[config.mk]
export PLATFORM = sky130hd
export DESIGN_NAME = cor_clock_output_regs
export DESIGN_NICKNAME = d
export VERILOG_FILES = /design/src/cor_pkg.sv /design/src/cor_div_if.sv /design/src/cor_div_decode.sv /design/src/cor_sync.sv /design/src/cor_clock_output_regs.sv
export SDC_FILE = /design/constraint.sdc
export NUM_CORES = 1
export LEC_CHECK = 0
export ABC_AREA = 0
export ABC_CLOCK_PERIOD_IN_PS = 5210
export BUFFER_PORTS_ARGS = -buffer_cell sky130_fd_sc_hd__buf_2
export CAP_MARGIN = 20
export CORE_ASPECT_RATIO = 1.4
export CORE_MARGIN = 10
export CORE_UTILIZATION = 61
export CTS_BUF_LIST = sky130_fd_sc_hd__clkbuf_4 sky130_fd_sc_hd__clkbuf_8
export CTS_CLUSTER_DIAMETER = 150
export DETAILED_ROUTE_END_ITERATION = 8
export PLACE_DENSITY = 0.88
export RECOVER_POWER = 25
export SETUP_SLACK_MARGIN = 0.2
export SLEW_MARGIN = 25
export SYNTH_ARGS = -nofsm -noshare
export SYNTH_HDL_FRONTEND = slang
export SYNTH_HIERARCHICAL = 1
export SYNTH_SLANG_ARGS = --single-unit
[constraint.sdc]
create_clock -name CLOCK_I -period 5.21 [get_ports CLOCK_I]
set_input_delay 0.2605 -clock CLOCK_I [delete_from_list [all_inputs] [get_ports CLOCK_I]]
set_output_delay 0.2605 -clock CLOCK_I [all_outputs]
set_load 0.05 [all_outputs]
[src/cor_pkg.sv]
package cor_pkg;

    localparam int ADDR_W = 5;
    localparam int DATA_W = 8;
    localparam int NUM_OUT = 10;
    localparam int CODE_W = 4;
    localparam int RATIO_W = 5;
    localparam int CTRL_W = 3;
    localparam int REF_W = 3;
    localparam int SYNC_STAGES = 3;

    // Register addresses
    localparam logic [ADDR_W-1:0] ADDR_DIV = 5'h12;
    localparam logic [ADDR_W-1:0] ADDR_REF_CFG = 5'h15;
    localparam logic [ADDR_W-1:0] ADDR_RELOCK = 5'h16;
    localparam logic [ADDR_W-1:0] ADDR_CFG_SRC = 5'h1b;
    localparam logic [ADDR_W-1:0] OUT_CTRL_ADDR [NUM_OUT] = '{
        5'h01, 5'h02, 5'h03, 5'h04, 5'h05, 5'h10, 5'h11, 5'h17, 5'h18, 5'h19
    };

    // Field positions
    localparam int PD_BIT = 2;
    localparam int OE_BIT = 1;
    localparam int FMT_BIT = 0;
    localparam int RANGE_BIT = 2;
    localparam int VREG_BIT = 1;
    localparam int REFSRC_BIT = 0;
    localparam int RELOCK_BIT = 0;
    localparam int CFGSRC_BIT = 0;

    // Reset values
    localparam logic [CODE_W-1:0] DIV_CODE_RST = 4'h9;
    localparam logic [CTRL_W-1:0] CTRL_RST = 3'h2;
    localparam logic [REF_W-1:0] REF_CFG_RST = 3'h0;
    localparam logic CFG_SRC_RST = 1'b0;

    // Divide ratio per code, zero marks a reserved code
    localparam logic [CODE_W-1:0] CODE_RSVD_MIN = 4'hc;
    localparam logic [RATIO_W-1:0] DIV_RATIO_TABLE [16] = '{
        5'h01, 5'h02, 5'h03, 5'h04, 5'h05, 5'h06, 5'h08, 5'h0a,
        5'h0c, 5'h10, 5'h14, 5'h18, 5'h00, 5'h00, 5'h00, 5'h00
    };
    localparam logic [RATIO_W-1:0] RATIO_RST = DIV_RATIO_TABLE[DIV_CODE_RST];

    typedef logic [CTRL_W-1:0] cor_ctrl_type;

endpackage

[src/cor_div_if.sv]
`timescale 1ns/1ps
`default_nettype none

interface cor_div_if;
    import cor_pkg::*;
    logic [CODE_W-1:0] code;
    logic [RATIO_W-1:0] ratio;
    logic rsvd;
    modport dec (input code, output ratio, output rsvd);
    modport user (output code, input ratio, input rsvd);
endinterface

`default_nettype wire

[src/cor_div_decode.sv]
`timescale 1ns/1ps
`default_nettype none

module cor_div_decode (
    // Code in, ratio out
    cor_div_if.dec bus
);
    import cor_pkg::*;

    logic code_rsvd;

    assign code_rsvd = bus.code >= CODE_RSVD_MIN;
    assign bus.rsvd = code_rsvd;
    assign bus.ratio = code_rsvd ? '0 : DIV_RATIO_TABLE[bus.code];
endmodule

`default_nettype wire

[src/cor_sync.sv]
`timescale 1ns/1ps
`default_nettype none

module cor_sync #(
    parameter int W = 1
) (
    // Clock and control
    input wire logic clk_i,
    input wire logic rst_n_i,
    input wire logic ce_i,
    // Pin side and synchronous side
    input wire logic [W-1:0] d_i,
    output var logic [W-1:0] q_o
);
    import cor_pkg::*;

    logic [W-1:0] s1_r;
    logic [W-1:0] s2_r;
    logic [W-1:0] s3_r;
    logic agree;

    if (W < 1) begin : g_chk
        $error("cor_sync needs W of at least one");
    end

    assign agree = s2_r == s3_r;

    // Change accepted only once stages two and three agree
    always_ff @(posedge clk_i or negedge rst_n_i) begin
        if (!rst_n_i) begin
            s1_r <= '0;
            s2_r <= '0;
            s3_r <= '0;
            q_o <= '0;
        end else if (ce_i) begin
            s1_r <= d_i;
            s2_r <= s1_r;
            s3_r <= s2_r;
            if (agree) begin
                q_o <= s3_r;
            end
        end
    end
endmodule

`default_nettype wire

[src/cor_clock_output_regs.sv]
`timescale 1ns/1ps
`default_nettype none

module cor_clock_output_regs #(
    parameter int N_OUT = cor_pkg::NUM_OUT
) (
    // Clock, reset and enable
    input wire logic CLOCK_I,
    input wire logic RST_N_I,
    input wire logic CE_I,
    // Register port
    input wire logic [cor_pkg::ADDR_W-1:0] REG_ADDR_I,
    input wire logic [cor_pkg::DATA_W-1:0] REG_WDATA_I,
    input wire logic REG_WR_I,
    input wire logic REG_RD_I,
    output var logic [cor_pkg::DATA_W-1:0] REG_RDATA_O,
    output var logic REG_RVALID_O,
    // Strap pins
    input wire logic [cor_pkg::CODE_W-1:0] STRAP_DIV_CODE_I,
    input wire logic STRAP_REF_SOURCE_I,
    // Per output buffer controls
    output var logic [N_OUT-1:0] BUFFER_POWERDOWN_O,
    output var logic [N_OUT-1:0] BUFFER_OUTPUT_ENABLE_O,
    output var logic [N_OUT-1:0] OUTPUT_FORMAT_SELECT_O,
    // Shared divider
    output var logic [cor_pkg::RATIO_W-1:0] DIV_RATIO_O,
    output var logic DIV_CODE_RSVD_O,
    // Reference and PLL controls
    output var logic PLL_LOCK_RESTART_O,
    output var logic CRYSTAL_RANGE_SELECT_O,
    output var logic OSC_REGULATOR_LEVEL_O,
    output var logic REF_SOURCE_O,
    output var logic CONFIG_SOURCE_BIT_O
);
    import cor_pkg::*;

    if (N_OUT < 1 || N_OUT > NUM_OUT) begin : g_chk
        $error("N_OUT must lie between one and the number of control registers");
    end

    logic wr_en;
    logic wr_div;
    logic wr_ref;
    logic wr_relock;
    logic wr_cfgsrc;
    logic hit_div;
    logic hit_ref;
    logic hit_relock;
    logic hit_cfgsrc;
    logic [CODE_W-1:0] div_code_r;
    logic [REF_W-1:0] ref_cfg_r;
    logic cfg_src_r;
    logic relock_r;
    logic [RATIO_W-1:0] ratio_r;
    logic rsvd_r;
    logic ref_src_r;
    logic [DATA_W-1:0] rd_data_r;
    logic rvalid_r;
    logic [CODE_W:0] strap_q;
    logic [CODE_W-1:0] eff_code;
    logic eff_ref_src;
    logic [RATIO_W-1:0] ratio_nxt;
    logic [N_OUT-1:0] ctrl_hit;
    logic [CTRL_W-1:0] ctrl_or [N_OUT+1];
    logic [DATA_W-1:0] rd_mux;

    cor_div_if div_bus ();

    // Address decode
    assign wr_en = CE_I && REG_WR_I;
    assign hit_div = REG_ADDR_I == ADDR_DIV;
    assign hit_ref = REG_ADDR_I == ADDR_REF_CFG;
    assign hit_relock = REG_ADDR_I == ADDR_RELOCK;
    assign hit_cfgsrc = REG_ADDR_I == ADDR_CFG_SRC;
    assign wr_div = wr_en && hit_div;
    assign wr_ref = wr_en && hit_ref;
    assign wr_relock = wr_en && hit_relock && REG_WDATA_I[RELOCK_BIT];
    assign wr_cfgsrc = wr_en && hit_cfgsrc;

    // Per output control registers
    assign ctrl_or[0] = '0;
    for (genvar i = 0; i < N_OUT; i++) begin : g_out
        cor_ctrl_type ctrl_r;

        assign ctrl_hit[i] = REG_ADDR_I == OUT_CTRL_ADDR[i];
        assign ctrl_or[i+1] = ctrl_or[i] | (ctrl_hit[i] ? ctrl_r : '0);

        always_ff @(posedge CLOCK_I or negedge RST_N_I) begin
            if (!RST_N_I) begin
                ctrl_r <= CTRL_RST;
            end else if (wr_en && ctrl_hit[i]) begin
                ctrl_r <= REG_WDATA_I[CTRL_W-1:0];
            end
        end

        assign BUFFER_POWERDOWN_O[i] = ctrl_r[PD_BIT];
        assign BUFFER_OUTPUT_ENABLE_O[i] = ctrl_r[OE_BIT];
        assign OUTPUT_FORMAT_SELECT_O[i] = ctrl_r[FMT_BIT];
    end

    // Strap pins cross in from outside the clock domain
    cor_sync #(
        .W(CODE_W + 1)
    ) u_strap_sync (
        .clk_i(CLOCK_I),
        .rst_n_i(RST_N_I),
        .ce_i(CE_I),
        .d_i({STRAP_REF_SOURCE_I, STRAP_DIV_CODE_I}),
        .q_o(strap_q)
    );

    // Pins or registers govern divider and reference choice
    assign eff_code = cfg_src_r ? div_code_r : strap_q[CODE_W-1:0];
    assign eff_ref_src = cfg_src_r ? ref_cfg_r[REFSRC_BIT] : strap_q[CODE_W];

    assign div_bus.code = eff_code;

    cor_div_decode u_div_decode (
        .bus(div_bus.dec)
    );

    // Reserved code keeps the last legal ratio
    assign ratio_nxt = div_bus.rsvd ? ratio_r : div_bus.ratio;

    // Readback, reserved bits as zero
    assign rd_mux = hit_div ? DATA_W'(div_code_r) :
                    hit_ref ? DATA_W'(ref_cfg_r) :
                    hit_relock ? DATA_W'(relock_r) :
                    hit_cfgsrc ? DATA_W'(cfg_src_r) :
                    DATA_W'(ctrl_or[N_OUT]);

    always_ff @(posedge CLOCK_I or negedge RST_N_I) begin
        if (!RST_N_I) begin
            div_code_r <= DIV_CODE_RST;
        end else if (wr_div) begin
            div_code_r <= REG_WDATA_I[CODE_W-1:0];
        end
    end

    always_ff @(posedge CLOCK_I or negedge RST_N_I) begin
        if (!RST_N_I) begin
            ref_cfg_r <= REF_CFG_RST;
        end else if (wr_ref) begin
            ref_cfg_r <= REG_WDATA_I[REF_W-1:0];
        end
    end

    always_ff @(posedge CLOCK_I or negedge RST_N_I) begin
        if (!RST_N_I) begin
            cfg_src_r <= CFG_SRC_RST;
        end else if (wr_cfgsrc) begin
            cfg_src_r <= REG_WDATA_I[CFGSRC_BIT];
        end
    end

    // Self-clearing relock, a new write wins over the clear
    always_ff @(posedge CLOCK_I or negedge RST_N_I) begin
        if (!RST_N_I) begin
            relock_r <= 1'b0;
        end else if (CE_I) begin
            relock_r <= wr_relock;
        end
    end

    always_ff @(posedge CLOCK_I or negedge RST_N_I) begin
        if (!RST_N_I) begin
            ratio_r <= RATIO_RST;
            rsvd_r <= 1'b0;
            ref_src_r <= 1'b0;
        end else if (CE_I) begin
            ratio_r <= ratio_nxt;
            rsvd_r <= div_bus.rsvd;
            ref_src_r <= eff_ref_src;
        end
    end

    always_ff @(posedge CLOCK_I or negedge RST_N_I) begin
        if (!RST_N_I) begin
            rd_data_r <= '0;
            rvalid_r <= 1'b0;
        end else if (CE_I) begin
            rvalid_r <= REG_RD_I;
            if (REG_RD_I) begin
                rd_data_r <= rd_mux;
            end
        end
    end

    assign REG_RDATA_O = rd_data_r;
    assign REG_RVALID_O = rvalid_r;
    assign DIV_RATIO_O = ratio_r;
    assign DIV_CODE_RSVD_O = rsvd_r;
    assign PLL_LOCK_RESTART_O = relock_r;
    assign CRYSTAL_RANGE_SELECT_O = ref_cfg_r[RANGE_BIT];
    assign OSC_REGULATOR_LEVEL_O = ref_cfg_r[VREG_BIT];
    assign REF_SOURCE_O = ref_src_r;
    assign CONFIG_SOURCE_BIT_O = cfg_src_r;
endmodule

`default_nettype wire

==> results of run 1 <==
## per-layer routing
layer  GRT usage [%]  up-vias  share of wire [%]
met5               0        -                  0
met4            10.3        0                3.6
met3            6.14       27                7.7
met2            31.4      110                 51
met1            18.8     1270                 38
li1                -     1139                  -
## worst register-to-register path: stages, from the launching register on
cell and delay [ns]:
sky130_fd_sc_hd__dfrtp_1 0.51, sky130_fd_sc_hd__mux2_2 0.44, sky130_fd_sc_hd__and2_1 0.18, sky130_fd_sc_hd__nor2b_1 0.38, sky130_fd_sc_hd__mux2_2 0.40
## path summary, 6_finish.rpt
check / end / slack (ns) / start / cells past startpoint
worst min register to register: REG_RDATA_O[3] / 0.48 / REG_RDATA_O[3] / 2
worst min-delay path: g_out[4].ctrl_r[0] / 0.12 / RST_N_I / 2
worst max-delay path: DIV_RATIO_O[3] / 3.19 / CONFIG_SOURCE_BIT_O / 4
worst max register to register: DIV_RATIO_O[3] / 3.19 / CONFIG_SOURCE_BIT_O / 4
min in group CLOCK_I: u_strap_sync/s1_r[3] / 0.15 / STRAP_DIV_CODE_I[3] / 2
max in group asynchronous: u_strap_sync/s2_r[3] / 4.54 / RST_N_I / 2
## state kept, by name, summed over array words and instances, names as in the netlist
register	flops
g_out.ctrl_r	30
DIV_RATIO_O	5
u_strap_sync/q_o	5
u_strap_sync/s1_r	5
u_strap_sync/s2_r	5
u_strap_sync/s3_r	5
REG_RDATA_O	4
div_code_r	4
ref_cfg_r	3
CONFIG_SOURCE_BIT_O	1
DIV_CODE_RSVD_O	1
PLL_LOCK_RESTART_O	1
REF_SOURCE_O	1
REG_RVALID_O	1
## synth_stat cells (all sizes together), types with 7 or more instances
library cell	count	area (µm²)
dfrtp	58	1450
mux2	68	785
nand4	7	43.8
buf	10	66.3
nand3	11	55.1
dfstp	13	342
clkbuf	10	37.5
nand2	19	71.3
nor2	9	33.8
## through the flow
| step | cell area [µm²] | hold WS, ns | total power [mW] |
|---|---|---|---|
| after floorplan | 3490 | -0.0351 | 1.17 |
| after global placement | 3800 | 0.466 | 1.29 |
| after detailed placement | 3800 | 0.469 | 1.32 |
| after CTS | 4030 | 0.139 | 1.82 |
| after global routing | 4030 | 0.144 | 1.89 |
| final | 4030 | 0.119 | 1.80 |
## area by class of cell
type,count,area (µm²)
clock buffers,11,151
clock inverters,5,80.1
fillers,365,1490
inverters,5,18.8
multi-input cells,190,1580
flip-flops and latches,71,1790
well taps,68,85.1
repair buffers,65,328
## where the power goes
part / total [mW] / internal, mW / switching (mW)
clock network: 0.497 / 0.295 / 0.202
logic: 0.575 / 0.202 / 0.373
registers: 0.731 / 0.661 / 0.0697
total: 1.80 / 1.16 / 0.646
## logic make-up after synthesis
| logic type | count (synthesis) |
|---|---|
| AND/OR/NAND/NOR | 79 |
| AO/OA/AOI/OAI | 26 |
| adder cells (fa/ha/maj) | 3 |
| XOR/XNOR | 5 |
| multiplexers | 73 |
| other | 1 |
| buffers and inverters | 25 |
| flip-flops | 71 |
==> summary by stage, run 1 <==
Critical path
The critical path launch point type is a flop. The worst-path cell with the longest stage delay is sky130_fd_sc_hd__dfrtp_1. The startpoint-to-endpoint class of the critical path is reg -> reg. Data arrives at the worst endpoint at 2.25 ns. The cell family contributing the most delay on the critical path is multiplexers. At the worst endpoint, the required time is 5.44 ns. The peak per-stage delay on the critical path is 0.51 ns. STA classifies the critical path endpoint as a flop. The largest fanout of any net on the critical path is 8. Together, buffers and inverters on the worst path number 0. The critical path goes through mux2_2 -> and2_1 -> nor2b_1 -> mux2_2. The critical path's most frequent cell is sky130_fd_sc_hd__mux2_2.

Clock network
The H-tree depth reported by CTS is 3. The tree is rooted in a sky130_fd_sc_hd__clkbuf_8. Clock latency on the worst-skew pair, taken at its later pin, is 0.34 ns.

After clock tree synthesis, the flow added hold-fix buffers numbering 0. The CTS tree is built. In this run the post-CTS setup repair buffer count came out at 0. After clock tree synthesis, the clock-pin slew on the worst setup and hold paths is 0.08 ns. For this design, the sink count on the clock tree is 71.

After clock tree synthesis, the repair step resized 0 gates. The maximum number of buffers from clock root to sink is 2. The number of buffers added by the clock tree synthesis step is 9.

Place
The count of placed standard cells including taps is 399. Detailed placement finished with a half-perimeter wire length of 5970 µm. The post-placement setup slack is 2.97 ns.

The last weighted congestion value of the routability-driven placer is 0.941. Port buffering added 64 buffers.

Drt
Using the TritonRoute via totals, the vias-per-cell ratio works out to 6.13. The number of remaining DRC errors is 0. Wires add up to 8190 µm. The routed layout has 2546 vias. The length of the first detailed-routing pass in iterations is 4. The routed length per instance is 19.7 µm. The initial DRC count is 316.

In this run the remaining antenna-violating nets after routing total 0.

STA
The number of max-slew violations in the final report is 0. For the final database, setup skew stands at 0.00747 ns. The number of hold violations in the final report is 0. Setup repair after global routing left no endpoint under its margin. The time the final worst path needs with I/O delays and setup is 2.02 ns. The worst path meets setup with 3.19 ns of slack.

For this run, the top clock speed supported by timing is 495 MHz. The final sum of negative setup slack is 0 ns. The worst pin sits at a relative slew slack of 42.3%.

The final number of setup-violating endpoints is 0. At the pin with the least slew margin, the transition time is 0.865 ns. The final worst-path cycle share is 38.8%.

Yosys
The count of synthesis-stage warnings from yosys is 6. Among all flip-flop cells after synthesis, the most frequent one is sky130_fd_sc_hd__dfrtp_1. The number of register bits inferred by synthesis is 71.

A synthesized cell averages 12.3 µm². The post-synthesis compound-gate area fraction is 5.79%. After synthesis, the share of cell area in mux cells is 24.3%.

The synthesized netlist devotes 1.26% of its cell area to XOR and XNOR gates. The main combinational cell family by area after synthesis is multiplexers. The share of the yosys chip area belonging to registers is 51.5%. Synthesis produced 283 cells. The synthesized netlist occupies a cell area of 0.00348 mm².

The adder and majority gate portion of the synthesized area is 1.08%. The synthesized design contains 0 enable-type register cells. The share of async-settable or async-resettable flops after synthesis is 100%. The number of different library cells in the post-synthesis netlist is 52.

Of the total synthesized cell area, the portion taken by AND, OR, NAND and NOR gates is 12.4%.

Power
The worst-case IR drop observed on VDD is 0.000339 V. The leakage power total is 1.89 nW. Power spread over the standard cell area amounts to 447 mW/mm².

Global route
The number of antenna violations at the first check in global routing was 0. The largest net degree at the start of global routing is 72. For this run, the total global-route usage over all layers was measured as 18.0%. The first global-routing pass estimated 13300 µm of wire.

The remaining global-route overflow is 0. The via count of the first global-routing pass is 2671.

Cells and area
The synthesis-to-layout area growth is 15.9%. The non-filler instance count after layout is 415. The final core utilization is 73.0%. After the last flow step, the layout net total stands at 368. Leaving out fill and tap cells, the most frequent cell in the layout is sky130_fd_sc_hd__buf_2. The share of layout cells above drive strength 1 is 48.4%.

In the layout the commonest cells are sky130_fd_sc_hd__buf_2 (64), sky130_fd_sc_hd__mux2_2 (63), sky130_fd_sc_hd__dfrtp_1 (58). The antenna diode count is 0.

Die
The core outline area is 0.00553 mm². The number of I/O pins is 73. The floorplan step set the die width to 83.8 µm. After floorplanning, the core was divided into 32 placement rows. Once the floorplan was initialized, standard cells occupied 63.0% of the core. The die outline area is 0.00917 mm². From bottom edge to top edge, the die measures 109 µm.

Hold path
The type of the worst min-delay path is in -> async.

Job
The reported max-cap violation count is 0.

Status
The flow ran to the end, and the final reports show no timing, DRC or antenna violations.
Power figures use the tool's default switching activity.
==> run 2: changes to the inputs <==
--- a/config.mk
+++ b/config.mk
@@ -6,16 +6,16 @@
 export NUM_CORES = 1
 export LEC_CHECK = 0
 export ABC_AREA = 0
-export ABC_CLOCK_PERIOD_IN_PS = 5210
+export ABC_CLOCK_PERIOD_IN_PS = 1700
 export BUFFER_PORTS_ARGS = -buffer_cell sky130_fd_sc_hd__buf_2
 export CAP_MARGIN = 20
 export CORE_ASPECT_RATIO = 1.4
 export CORE_MARGIN = 10
-export CORE_UTILIZATION = 61
+export CORE_UTILIZATION = 51
 export CTS_BUF_LIST = sky130_fd_sc_hd__clkbuf_4 sky130_fd_sc_hd__clkbuf_8
 export CTS_CLUSTER_DIAMETER = 150
 export DETAILED_ROUTE_END_ITERATION = 8
-export PLACE_DENSITY = 0.88
+export PLACE_DENSITY = 0.78
 export RECOVER_POWER = 25
 export SETUP_SLACK_MARGIN = 0.2
 export SLEW_MARGIN = 25
==> constraint.sdc (replaced) <==
create_clock -name CLOCK_I -period 1.7 [get_ports CLOCK_I]
set_input_delay 0.085 -clock CLOCK_I [delete_from_list [all_inputs] [get_ports CLOCK_I]]
set_output_delay 0.085 -clock CLOCK_I [all_outputs]
set_load 0.05 [all_outputs]
==> run 2 against run 1 <==
Compared with the run above:
- the run now ends with setup timing left
- global-route usage decreased by 1.3 points
- first-iteration DRC count fell by 20%
- utilization shrank 5.6 points
- via count increased by 2.2%
- critical endpoint is now REG_RDATA_O[0]
==> summary by stage, run 2 (synthesized netlist as in run 1, its figures left out) <==
Hold path
The tightest min-delay check is of the in -> reg type.

Power
The switching power of the nets is 2.16 mW (+230%). The part of the power in combinational logic is 37.9% (+6.0 points). The worst-case vdd ir drop is 0.000718 V (+110%). The total power divided by cell area is 1310 mW/mm² (+190%).

The sequential cell fraction of total power is 38.8% (-1.7 points). The cell-internal power is 3.66 mW (+220%). The part of the total power dissipated in the clock network is 23.3% (-4.3 points). The leakage power total is 2.10 nW (+11%). The switching power share of the total is 37.1% (+1.2 points).

STA
The time the final worst path needs with I/O delays and setup is 1.80 ns (-0.217 ns). The final worst-path cycle share was 106% (+67 points). The least setup slack across all paths after layout is -0.103 ns (-3.29 ns). The worst hold slack is 0.169 ns (+0.0504 ns).

The final number of setup-violating endpoints came to 1 (+1). Setup repair after global routing could not meet its margin everywhere. The number of max-slew violations in the final report came to 0 (unchanged). The normalized max-slew margin is 35.8% (-6.5 points). The number of hold violations in the final report is 0 (unchanged).

The final sum of negative setup slack is -0.103 ns (-0.103 ns). The clock skew was 0.00738 ns (-0.0000900 ns). The top achievable clock speed is 555 MHz (+12%). The measured slew at the worst slew-check pin is 0.962 ns (+0.0969 ns).

Drt
The vias per cell came to 5.42 (-12%). The number of remaining DRC errors came to 0 (unchanged). The via total after detailed routing was 2602 (+2.2%). The routed length per instance came to 18.0 µm (-8.7%). The initial DRC count is 254 (-20%). The routed wire length is 8650 µm (+5.6%).

The remaining number of nets flagged by the antenna check after routing was 0 (unchanged). The length of the first detailed-routing pass in iterations is 4 (unchanged).

Clock network
The maximum number of buffers from clock root to sink is 2 (unchanged). The number of clock sinks seen by CTS is 71 (unchanged). The H-tree depth reported by CTS is 3 (unchanged). Clock tree synthesis selected as its root buffer the cell sky130_fd_sc_hd__clkbuf_8. The CTS tree is built. The number of buffers added by the clock tree synthesis step is 9 (unchanged). The clock slew seen by the registers of the worst setup and hold paths is 0.08 ns (about the same). The clock latency of the later-clocked register in the worst-skew pair is 0.35 ns (about the same).

Cells and area
In the layout the commonest cells are sky130_fd_sc_hd__buf_2 (63), sky130_fd_sc_hd__dfrtp_1 (53), sky130_fd_sc_hd__mux2_2 (53). The commonest non-fill, non-tap cell in the layout is sky130_fd_sc_hd__buf_2. The number of fillers in the final layout came to 502 (+38%). The synthesis-to-layout area growth is 28.1%.

The area occupied by registers is 0.00180 mm² (+0.35%). The net count of the finished layout was 409 (+11%). The share of layout cells above drive strength 1 is 55.4% (+7.0 points).

The area occupied by multi-input gates is 0.00167 mm² (+6.0%). The final core utilization was 67.4% (-5.6 points). The antenna diode count is 0 (unchanged).

g_out.ctrl_r holds more flip-flops than any other register. The non-filler instance count after layout is 480 (+16%). The number of flip-flops under the largest register name came to 30 (unchanged).

Critical path
The peak per-stage delay on the critical path is 0.46 ns (-0.05 ns). The count of buffer and inverter cells on the critical path is 0 (unchanged). The largest fanout of any net on the critical path came to 2 (-6). The worst-path cell with the longest stage delay is sky130_fd_sc_hd__mux4_2. The family with the most delay on the worst path is compound AO/OA/AOI/OAI gates. The endpoint arrival time on the critical path is 2.03 ns (-0.22 ns). The critical path required time is 1.92 ns (-3.52 ns).

The critical path launch point type is a flop. The worst setup path is of the reg -> reg kind. Traced cell by cell, the critical path runs through mux4_2 -> nor4bb_1 -> a221o_1 -> a2111oi_2 -> o211ai_1. STA classifies the critical path endpoint as a flop.

Place
The last weighted congestion value of the routability-driven placer was 0.944 (+0.32%). The count of placed standard cells including taps was 446 (+12%). The post-placement setup slack is -0.123 ns (-3.09 ns). The number of port buffers is 64 (unchanged). The total half-perimeter wirelength after legalization and detailed placement is 6310 µm (+5.7%).

Global route
The number of antenna violations at the first check in global routing was 0 (unchanged). The global-route wire length before repair was 14400 µm (+8.4%). The largest net degree at the start of global routing is 41 (-43%).

The remaining global-route overflow came to 0 (unchanged). The via count of the first global-routing pass is 2787 (+4.3%). The total global routing track utilization came to 16.8% (-1.3 points).

Die
The effective utilization at floorplan is 52.6% (-10 points). The core outline area is 0.00661 mm² (+20%). The height of the die is 118 µm (+7.7%). The die outline area is 0.0106 mm² (+15%). The number of rows created at floorplan was 35 (+9.4%). The number of I/O pins came to 73 (unchanged). The die span in x is 89.8 µm (+7.1%).

Status
The final reports fail on setup timing. The flow ran to the end, but the final reports show violations.

Job
The reported max-cap violation count is 0 (unchanged).
[run 2: final cells by class]
cell class / instances / share of cell area (%)
sequential: 71 / 40.4
multi-input combinational: 190 / 37.5
timing repair buffer: 106 / 14.6
clock buffer: 10 / 2.95
tap: 92 / 2.58
clock inverter: 6 / 1.52
inverter: 5 / 0.533
[run 2: worst paths after layout]
path                                 startpoint              endpoint  slack, ns  cells past startpoint
setup / recovery             g_out[9].ctrl_r[0]        REG_RDATA_O[0]      -0.10                      5
hold / removal                         REG_RD_I          REG_RVALID_O       0.17                      4
setup reg to reg             g_out[9].ctrl_r[0]        REG_RDATA_O[0]      -0.10                      5
hold reg to reg            u_strap_sync/s1_r[1]  u_strap_sync/s1_r[1]       0.51                      1
max in group asynchronous               RST_N_I    g_out[5].ctrl_r[0]       0.48                      3
min in group asynchronous               RST_N_I          REF_SOURCE_O       0.45                      3
[run 2: what timing repair did]
action | 4_1_cts | 5_1_grt
resized for setup | 4 | 6
endpoints found under the setup margin | 11 | 11
pin swaps | 3 | 5
hold endpoints to repair | 65 | 0
buffers inserted | 7 | 3
hold buffers | 8 | 0
[run 2: layer usage]
metal	GRT usage (%)	vias up	wire length, µm
met2	27.7	64	4380
met1	19.5	1299	3640
met5	0	-	0
met4	6.90	0	155
met3	5.36	17	475
li1	-	1222	-
[run 2: worst register-to-register path, stage by stage, from the launching register on]
cell                        delay [ns]
sky130_fd_sc_hd__dfrtp_2          0.40
sky130_fd_sc_hd__mux4_2           0.46
sky130_fd_sc_hd__nor4bb_1         0.14
sky130_fd_sc_hd__a221o_1          0.28
sky130_fd_sc_hd__a2111oi_2        0.29
sky130_fd_sc_hd__o211ai_1         0.12
[run 2: power by group through the flow]
stage	Combinational (mW)	Clock, mW	Sequential [mW]
floorplan	0.883	0	2.84
global placement	1.90	0	2.27
detailed placement	1.94	0	2.29
CTS	2.08	1.38	2.26
global route	2.35	1.47	2.30
finish	2.21	1.36	2.26
[run 2: through the flow]
step / area (µm²) / power, mW
4_1_cts: 4410 / 5.72
3_5_place_dp: 4070 / 4.23
5_1_grt: 4460 / 6.11
3_3_place_gp: 4070 / 4.16
6_report: 4460 / 5.82
2_1_floorplan: 3570 / 3.72
